### src/cfgregs_consts.svh
// offsets, field positions and build values of the configuration registers
`ifndef CFGREGS_CONSTS_SVH
`define CFGREGS_CONSTS_SVH
`define SECURITY_CFG_OFFSET 12'h000
`define BUILD_CFG_OFFSET 12'h004
`define NUM_PERIPH_REQ 6'h10
`define BUF_LINES_MSB 29
`define BUF_LINES_LSB 20
`define RD_Q_MSB 19
`define RD_Q_LSB 16
`define RD_CAP_MSB 14
`define RD_CAP_LSB 12
`define WR_Q_MSB 11
`define WR_Q_LSB 8
`define WR_CAP_MSB 6
`define WR_CAP_LSB 4
`define WIDTH_MSB 2
`define WIDTH_LSB 0
`define BUF_LINES_M1 10'h0ff
`define RD_Q_M1 4'h7
`define WR_Q_M1 4'h7
`define RD_CAP_M1 3'h3
`define WR_CAP_M1 3'h3
`define WIDTH_32 3'h2
`define WIDTH_64 3'h3
`define WIDTH_128 3'h4
`define BUS_WIDTH_CODE 3'h3
`endif

### src/cfgregs_pkg.sv
// types shared by the configuration register bank
package cfgregs_pkg;
  typedef enum logic [1:0] {
    SEC_NONE,
    SEC_LOAD,
    SEC_HELD
  } sec_state_t;
  typedef struct packed {
    logic [31:0] rdata;
    logic pslverr;
  } bus_state_t;
endpackage : cfgregs_pkg

### src/cfgregs.sv
// read-only security and build configuration registers on apb
// Contract
// - bit N zero marks peripheral request interface N as secure
// - bit N one marks peripheral request interface N as non-secure
// - security bits are loaded as the device leaves reset
// - security bits above the last implemented interface read zero
// - build register reports buffer, width and issuing capability
// - bits 29:20 hold data buffer lines minus one
// - read queue depth-1 in 19:16, write queue depth-1 in 11:8
// - outstanding reads-1 in 14:12, outstanding writes-1 in 6:4
// - bits 2:0 encode bus width: 010, 011, 100
//
// The address map and the APB register port were left to the implementer.
`timescale 1ns/1ps
`include "cfgregs_consts.svh"
module cfgregs (
  input wire logic clk_sys,
  input wire logic rstn,
  input wire logic psel,
  input wire logic penable,
  input wire logic pwrite,
  input wire logic [11:0] paddr,
  input wire logic [31:0] pwdata,
  output logic [31:0] prdata,
  output logic pready,
  output logic pslverr,
  input wire logic [31:0] boot_periph_ns,
  output logic [31:0] periph_nonsecure_bits
);
  cfgregs_pkg::bus_state_t state_reg;
  cfgregs_pkg::bus_state_t state_next;
  logic [31:0] build_word;
  logic sec_loaded;
  logic setup;
  sec_capture u_sec (
    .clk_sys(clk_sys),
    .rstn(rstn),
    .boot_periph_ns(boot_periph_ns),
    .periph_nonsecure_bits(periph_nonsecure_bits),
    .loaded(sec_loaded)
  );
  always_comb begin
    build_word = 32'h0000_0000;
    build_word[`BUF_LINES_MSB:`BUF_LINES_LSB] = `BUF_LINES_M1;
    build_word[`RD_Q_MSB:`RD_Q_LSB] = `RD_Q_M1;
    build_word[`WR_Q_MSB:`WR_Q_LSB] = `WR_Q_M1;
    build_word[`RD_CAP_MSB:`RD_CAP_LSB] = `RD_CAP_M1;
    build_word[`WR_CAP_MSB:`WR_CAP_LSB] = `WR_CAP_M1;
    build_word[`WIDTH_MSB:`WIDTH_LSB] = `BUS_WIDTH_CODE;
  end
  // data are registered in the setup cycle so the access phase needs no wait
  assign setup = psel && !penable;
  always_comb begin
    state_next = state_reg;
    if (setup) begin
      state_next.rdata = 32'h0000_0000;
      state_next.pslverr = 1'b0;
      if (pwrite) begin
        state_next.pslverr = 1'b1;
      end else begin
        case (paddr)
          `SECURITY_CFG_OFFSET: state_next.rdata = periph_nonsecure_bits;
          `BUILD_CFG_OFFSET: state_next.rdata = build_word;
          default: state_next.pslverr = 1'b1;
        endcase
      end
    end
  end
  always_ff @(posedge clk_sys) begin
    if (!rstn) begin
      state_reg <= '{rdata: 32'h0000_0000, pslverr: 1'b0};
    end else begin
      state_reg <= state_next;
    end
  end
  // no wait states: every word is ready by the end of the setup cycle
  assign pready = 1'b1;
  // read data stay put until the next setup, so a slow master still sees them
  assign prdata = state_reg.rdata;
  // the error flag is only shown in the access phase, as the bus expects
  assign pslverr = psel && penable && state_reg.pslverr;
endmodule : cfgregs

### src/sec_capture.sv
// captures the per-interface security straps once after reset is released
`timescale 1ns/1ps
`include "cfgregs_consts.svh"
module sec_capture (
  input wire logic clk_sys,
  input wire logic rstn,
  input wire logic [31:0] boot_periph_ns,
  output logic [31:0] periph_nonsecure_bits,
  output logic loaded
);
  typedef struct packed {
    cfgregs_pkg::sec_state_t st;
    logic [31:0] bits;
  } cap_t;
  cap_t state_reg;
  cap_t state_next;
  logic [31:0] impl_mask;
  // unimplemented interfaces always read zero
  always_comb begin
    for (int i = 0; i < 32; i++) begin
      impl_mask[i] = (6'(i) < `NUM_PERIPH_REQ);
    end
  end
  always_comb begin
    state_next = state_reg;
    case (state_reg.st)
      cfgregs_pkg::SEC_NONE: state_next.st = cfgregs_pkg::SEC_LOAD;
      cfgregs_pkg::SEC_LOAD: begin
        state_next.bits = boot_periph_ns & impl_mask;
        state_next.st = cfgregs_pkg::SEC_HELD;
      end
      cfgregs_pkg::SEC_HELD: state_next = state_reg;
      default: state_next.st = cfgregs_pkg::SEC_NONE;
    endcase
  end
  always_ff @(posedge clk_sys) begin
    if (!rstn) begin
      state_reg <= '{st: cfgregs_pkg::SEC_NONE, bits: 32'h0000_0000};
    end else begin
      state_reg <= state_next;
    end
  end
  assign periph_nonsecure_bits = state_reg.bits;
  assign loaded = (state_reg.st == cfgregs_pkg::SEC_HELD);
endmodule : sec_capture

### config.mk
export PLATFORM = sky130hd
export DESIGN_NAME = cfgregs
export DESIGN_NICKNAME = d
export VERILOG_FILES = /design/src/cfgregs_pkg.sv /design/src/cfgregs.sv /design/src/sec_capture.sv
export VERILOG_INCLUDE_DIRS = /design/src
export SDC_FILE = /design/constraint.sdc
export NUM_CORES = 1
export LEC_CHECK = 0
export ABC_AREA = 1
export BUFFER_PORTS_ARGS = -buffer_cell sky130_fd_sc_hd__buf_2
export CAP_MARGIN = 20
export CORE_ASPECT_RATIO = 0.7
export CORE_MARGIN = 4
export CORE_UTILIZATION = 30
export CTS_BUF_LIST = sky130_fd_sc_hd__clkbuf_8
export DETAILED_ROUTE_END_ITERATION = 8
export GPL_TIMING_DRIVEN = 0
export PLACE_DENSITY_LB_ADDON = 0.15
export SETUP_SLACK_MARGIN = 0.2
export SLEW_MARGIN = 0
export SYNTH_ARGS = -nofsm -noshare
export SYNTH_HDL_FRONTEND = slang
export SYNTH_HIERARCHICAL = 1
export SYNTH_SLANG_ARGS = --single-unit
### constraint.sdc
create_clock -name clk_sys -period 1.46 [get_ports clk_sys]
set_clock_uncertainty 0.2 [all_clocks]
set_input_delay 0.292 -clock clk_sys [delete_from_list [all_inputs] [get_ports clk_sys]]
set_output_delay 0.292 -clock clk_sys [all_outputs]
set_load 0.01 [all_outputs]
==> impl_metrics.yaml, run 1 <==
run_status:
  status: "complete, no violations"
critical_path:
  worstSetupEndpointType: "primary output"
  cp_num_buf_inv: 1
  cp_cell_sequence: "nand2_1, nor2_1, buf_2"
  crit_type: "flip-flop to primary output"
  cpPeakStageDelay_ns: 0.34
  path_max_fanout: 2
  cp.arrival_ns: 0.88
  cp_top_family: "flip-flops"
  crit_required_ns: 0.97
  slowest_stage: "dfxtp_2"
  cp-start-kind: "flip-flop"
cts:
  clk_latency_ns: 0.30
  clk_pin_slew_ns: 0.09
  ctsRootBufferMaster: "clkbuf_8"
  htreeDepth: 2
  cts_tree: "done"
  cts_inserted_buffers: 5
  cts_buffer_depth: 2
  cts.sinks: 51
  cts_hold_buf: 0
pwr:
  powerDensity_nw_per_um2: 738.4
  ir_drop_mv: 0.5344
  leakagePower_nw: 2.115
timing:
  hold_viol: 0
  worst_pin_slew_ns: 0.5739
  setup_slack_ns: 0.09030
  maxSlewHeadroom_pct: 61.74
  timing.fmax_ghz: 0.7301
  drv_slew: 0
  setup_violations: 0
  rsz0062_at_grt: "true"
  fin_crit_sh_pct: 93.81
  fin_crit_ns: 1.370
die:
  ioPinCount: 147
  rows: 29
  die_y_um: 90.48
  die-width_um: 125.8
  die-area_um2: 11380
  initial_core_util_pct: 31.51
  coreArea_um2: 9253
cells_and_area:
  diodes: 0
  nets: 623
  syn2layout_area_growth_pct: 54.51
  drive_above_1_share_pct: 51.66
  n_fill_cell: 957
  largest_reg_flops: 32
  stdcell_count: 666
global_route:
  grt_overflow: 0
  grt_pass1_vias: 2585
  track_usage_pct: 13.59
  antenna_found_initial: 0
  grt_pass1_wl_um: 12910
  grt_max_degree: 16
logic_synthesis:
  syn_area_um2: 2915
  synthCells: 415
  ys_warn_count: 6
  synth_cell_types: 20
  synth-seq-cells: 51
  ys_seq_area_share_pct: 35.02
  syn_area_per_cell_um2: 7.025
placed_design:
  dp_worst_setup_slack_ns: -0.01984
  io_buffers: 81
  dp_hpwl_um: 5817
  dp.cells: 635
  place_congestion: 0.7752
route:
  drt_iter0_drc: 116
  drtPass1Iterations: 4
  dr_total_vias: 2733
  via_per_inst: 4.104
  drt_wl_total_um: 8209
  wl_per_cell_um: 12.33
  ant_nets: 0
  drc: 0
worst_hold_path:
  min_path_type: "primary input to flip-flop"
flow_run:
  cap_viol_max_count: 0
## power by group
group          internal, mW  leakage (nW)  switching, mW  total, mW
Sequential             1.46         0.438         0.0430       1.51
Clock                 0.502        0.0502          0.484      0.987
Combinational         0.442          1.63          0.390      0.833
Total                  2.41          2.11          0.918       3.33
## cell usage in the layout, fill, tap and decap left out, types with 2 or more instances in the layout
master    netlist  routed
inv_1          56      56
dfxtp_2         0      51
buf_2           8      36
clkbuf_8        0       5
nor2_1         52      49
buf_6           6     111
nor2_2          3       4
buf_4          66      36
a21oi_1        32      27
a21oi_2         1       6
buf_8           2       2
conb_1          2      17
nand2_1        75      74
clkbuf_1        4       3
nand3_2        12      14
nand3_1        37      34
nor2_4          3       5
## what timing repair did
action / CTS / global route
gates cloned: 0 / 3
pin swaps: 1 / 15
endpoints found under the setup margin: 59 / 86
resized for setup: 149 / 34
setup buffers: 11 / 10
endpoints found under the hold margin: 0 / 0
## cell usage after synthesis, drive strengths merged
master | n | area, µm²
nor3 | 1 | 5.000
dfxtp | 51 | 1021
nand2 | 75 | 281.5
and2 | 1 | 7.510
clkbuf | 4 | 15.01
a21oi | 33 | 168.9
nand3 | 49 | 305.3
inv | 58 | 217.7
buf | 82 | 633.1
nor2 | 58 | 247.7
o21ai | 1 | 5.000
conb | 2 | 7.510
## metrics by stage
step	TNS [ns]	power [mW]	hold WS, ns	utilization, %	instance area (µm²)
floorplan	0	1.957	0.2304	-	2972
global placement	-0.04475	2.131	0.2528	38.17	3532
detailed placement	-0.1273	2.141	0.2555	38.17	3532
CTS	0	3.303	0.06189	46.10	4265
global route	0	3.516	0.09234	48.68	4504
finish	0	3.326	0.07015	48.68	4504
## path summary, 6_finish.rpt
| check | start | slack, ns | endpoint | cells past startpoint |
|---|---|---|---|---|
| worst max-delay path | state_reg[0] | 0.09 | pslverr | 3 |
| worst min-delay path | rstn | 0.07 | state_reg[0] | 3 |
| worst max register to register | u_sec/state_reg[32] | 0.25 | u_sec/periph_nonsecure_bits[6] | 6 |
| worst min register to register | prdata[30] | 0.27 | prdata[30] | 2 |
## layout make-up
type                    count  area, µm²  share of cell area [%]
multi-input cells         235       1146                   25.44
flip-flops and latches     51       1085                   24.08
well taps                 124      155.1                   3.444
repair buffers            105      950.9                   21.11
clock buffers               5      68.82                   1.528
inverters                  58      220.2                   4.889
clock inverters             2      37.54                  0.8333
plain buffers              86      840.8                   18.67
## metal layers
layer / wire length (µm) / track usage, % / up-vias
met2: 3747 / 22.11 / 58
met4: 29 / 2.232 / 0
met3: 511 / 3.723 / 2
met1: 3920 / 18.34 / 1245
li1: - / - / 1428
met5: 0 / 0 / -
## cells by family (layout without fill, tap and decap cells)
logic type | after synthesis | after routing | synth area share [%]
AO/OA/AOI/OAI | 34 | 34 | 5.965
AND/OR/NAND/NOR | 184 | 184 | 29.06
flip-flops | 51 | 51 | 35.02
other | 2 | 17 | 0.2576
buffers and inverters | 144 | 256 | 29.70
## tightest hold or removal path, stage by stage
cell and delay, ns:
buf_2 0.13, o21ai_0 0.08, a21oi_1 0.04
(Power assumes the default switching activity.)
==> inputs of run 2 (changes only) <==
--- a/config.mk
+++ b/config.mk
@@ -15,8 +15,9 @@
 export CTS_BUF_LIST = sky130_fd_sc_hd__clkbuf_8
 export DETAILED_ROUTE_END_ITERATION = 8
 export GPL_TIMING_DRIVEN = 0
-export PLACE_DENSITY_LB_ADDON = 0.15
+export PLACE_DENSITY = 0.64
 export SETUP_SLACK_MARGIN = 0.2
+export SKIP_LAST_GASP = 1
 export SLEW_MARGIN = 0
 export SYNTH_ARGS = -nofsm -noshare
 export SYNTH_HDL_FRONTEND = slang
==> run 2 against run 1 <==
Compared with the run above: clock power shrank 19%; highest routed layer unchanged; clock-buffer cell count unchanged; first-iteration DRC count increased by 11%; register-to-register slack worse by 0.02 ns; critical path depth stayed put; critical path type unchanged; worst setup slack lost 0.012 ns; core utilization down 1.2 points; flip-flop and latch count stayed put.
==> impl_metrics.yaml, run 2 (same netlist as run 1, synthesis figures left out) <==
global_route:
  grt_overflow: 0
  grt_util_met3_pct: 3.251
  grt_pass1_wl_um: 13020
  grt_use_met2_pct: 23.27
  gr-max-usage-layer: "met2"
  track_usage_pct: 13.89
  antenna_found_initial: 0
  grt_max_degree: 15
  grt_pass1_vias: 2775
  grt_use_met1_pct: 17.67
critical_path:
  slowest_stage: "dfxtp_2"
  crit_type: "flip-flop to primary output"
  cp_cell_sequence: "nand2_1, nor2_1, buf_2"
  crit_required_ns: 0.97
  cp-startpoint: "state_reg[0]"
  worstSetupEndpointType: "primary output"
  r2r_cells: 7
  path_max_fanout: 2
  worst-path-stages: 3
  r2r-start: "u_sec/periph_nonsecure_bits[1]"
  cpPeakStageDelay_ns: 0.34
  cp-start-kind: "flip-flop"
  cp_num_buf_inv: 1
  cp_top_family: "flip-flops"
  cp.arrival_ns: 0.89
route:
  drc: 0
  ant_nets: 0
  drt_wl_total_um: 8189
  drtPass1Iterations: 4
  dr_total_vias: 2736
  via_per_inst: 4.108
  drt_iter0_drc: 129
  wl_per_cell_um: 12.30
cells_and_area:
  final_cell_mix: "buf_6 (104), nand2_1 (75), inv_1 (57)"
  stdcell_count: 666
  diodes: 0
  nets: 622
  fin_util_pct: 47.48
  n_fill_cell: 923
  final_area_um2: 4393
  syn2layout_area_growth_pct: 50.69
  largest_reg_flops: 32
  final_common_cell: "buf_6"
  drive_above_1_share_pct: 50.00
timing:
  setup_slack_ns: 0.07876
  drv_slew: 0
  hold_ws_ns: 0.06642
  hold_viol: 0
  rsz0062_at_grt: "true"
  setup_violations: 0
  maxSlewHeadroom_pct: 61.97
  fin_crit_ns: 1.381
  finalSetupTns_ns: 0
  timing.fmax_ghz: 0.7240
  fin_crit_sh_pct: 94.61
  worst_pin_slew_ns: 0.5704
cts:
  ctsRootBufferMaster: "clkbuf_8"
  cts_tree: "done"
  htreeDepth: 2
  cts_hold_buf: 0
  cts_buffer_depth: 2
  cts.sinks: 51
  clk_latency_ns: 0.30
  cts_inserted_buffers: 5
  clk_pin_slew_ns: 0.09
pwr:
  ir_drop_mv: 0.3335
  design_power_total_mw: 3.132
  powerDensity_nw_per_um2: 713.0
  leakagePower_nw: 2.091
placed_design:
  dp.cells: 635
  placed_area_um2: 3532
  io_buffers: 81
  place_congestion: 0.7938
  dp_worst_setup_slack_ns: -0.05552
  dp_hpwl_um: 6034
run_status:
  status: "complete, no violations"
flow_run:
  cap_viol_max_count: 0
die:
  coreArea_um2: 9253
  die-area_um2: 11380
  initial_core_util_pct: 31.51
  die_y_um: 90.48
  die-width_um: 125.8
  rows: 29
  ioPinCount: 147
worst_hold_path:
  worstHoldStart: "rstn"
  min_path_type: "primary input to flip-flop"
  min_path_cells: 3
-- run 2: final cells by class --
class                           instances  area (µm²)  share of cell area [%]
Buffer                                 86       833.3                   18.97
Clock buffer                            5       68.82                   1.567
Clock inverter                          3       12.51                  0.2848
Inverter                               58       217.7                   4.956
Multi-Input combinational cell        235        1105                   25.15
Sequential cell                        51        1085                   24.69
Tap cell                              124       155.1                   3.532
Timing Repair Buffer                  104       915.9                   20.85
-- run 2: timing repair --
action	in CTS	in global routing
setup buffers	15	6
endpoints found under the setup margin	59	87
gates cloned	0	2
pin swaps	1	5
gates resized for setup	149	16
-- run 2: report_power, final --
| group | leakage [nW] | internal [mW] | switching (mW) |
|---|---|---|---|
| clock | 0.0505 | 0.325 | 0.477 |
| combinational | 1.60 | 0.438 | 0.385 |
| sequential | 0.438 | 1.46 | 0.0440 |
-- run 2: per-layer routing --
metal | share of wire, % | routed length (µm)
met1 | 46 | 3777
met2 | 47 | 3852
met3 | 5.5 | 454
met4 | 1.3 | 105
met5 | 0 | 0
-- run 2: path summary, 6_finish.rpt --
path	end	slack, ns
worst max-delay path	pslverr	0.08
worst min-delay path	state_reg[0]	0.07
worst max register to register	prdata[1]	0.23
worst min register to register	prdata[6]	0.28
-- run 2: worst reg2reg max path: stages (launching register included) --
cell and delay, ns:
dfxtp_2 0.34, buf_6 0.11, buf_4 0.12, buf_4 0.12, inv_2 0.03, nand2_1 0.06
nand3_2 0.08, a21oi_2 0.05
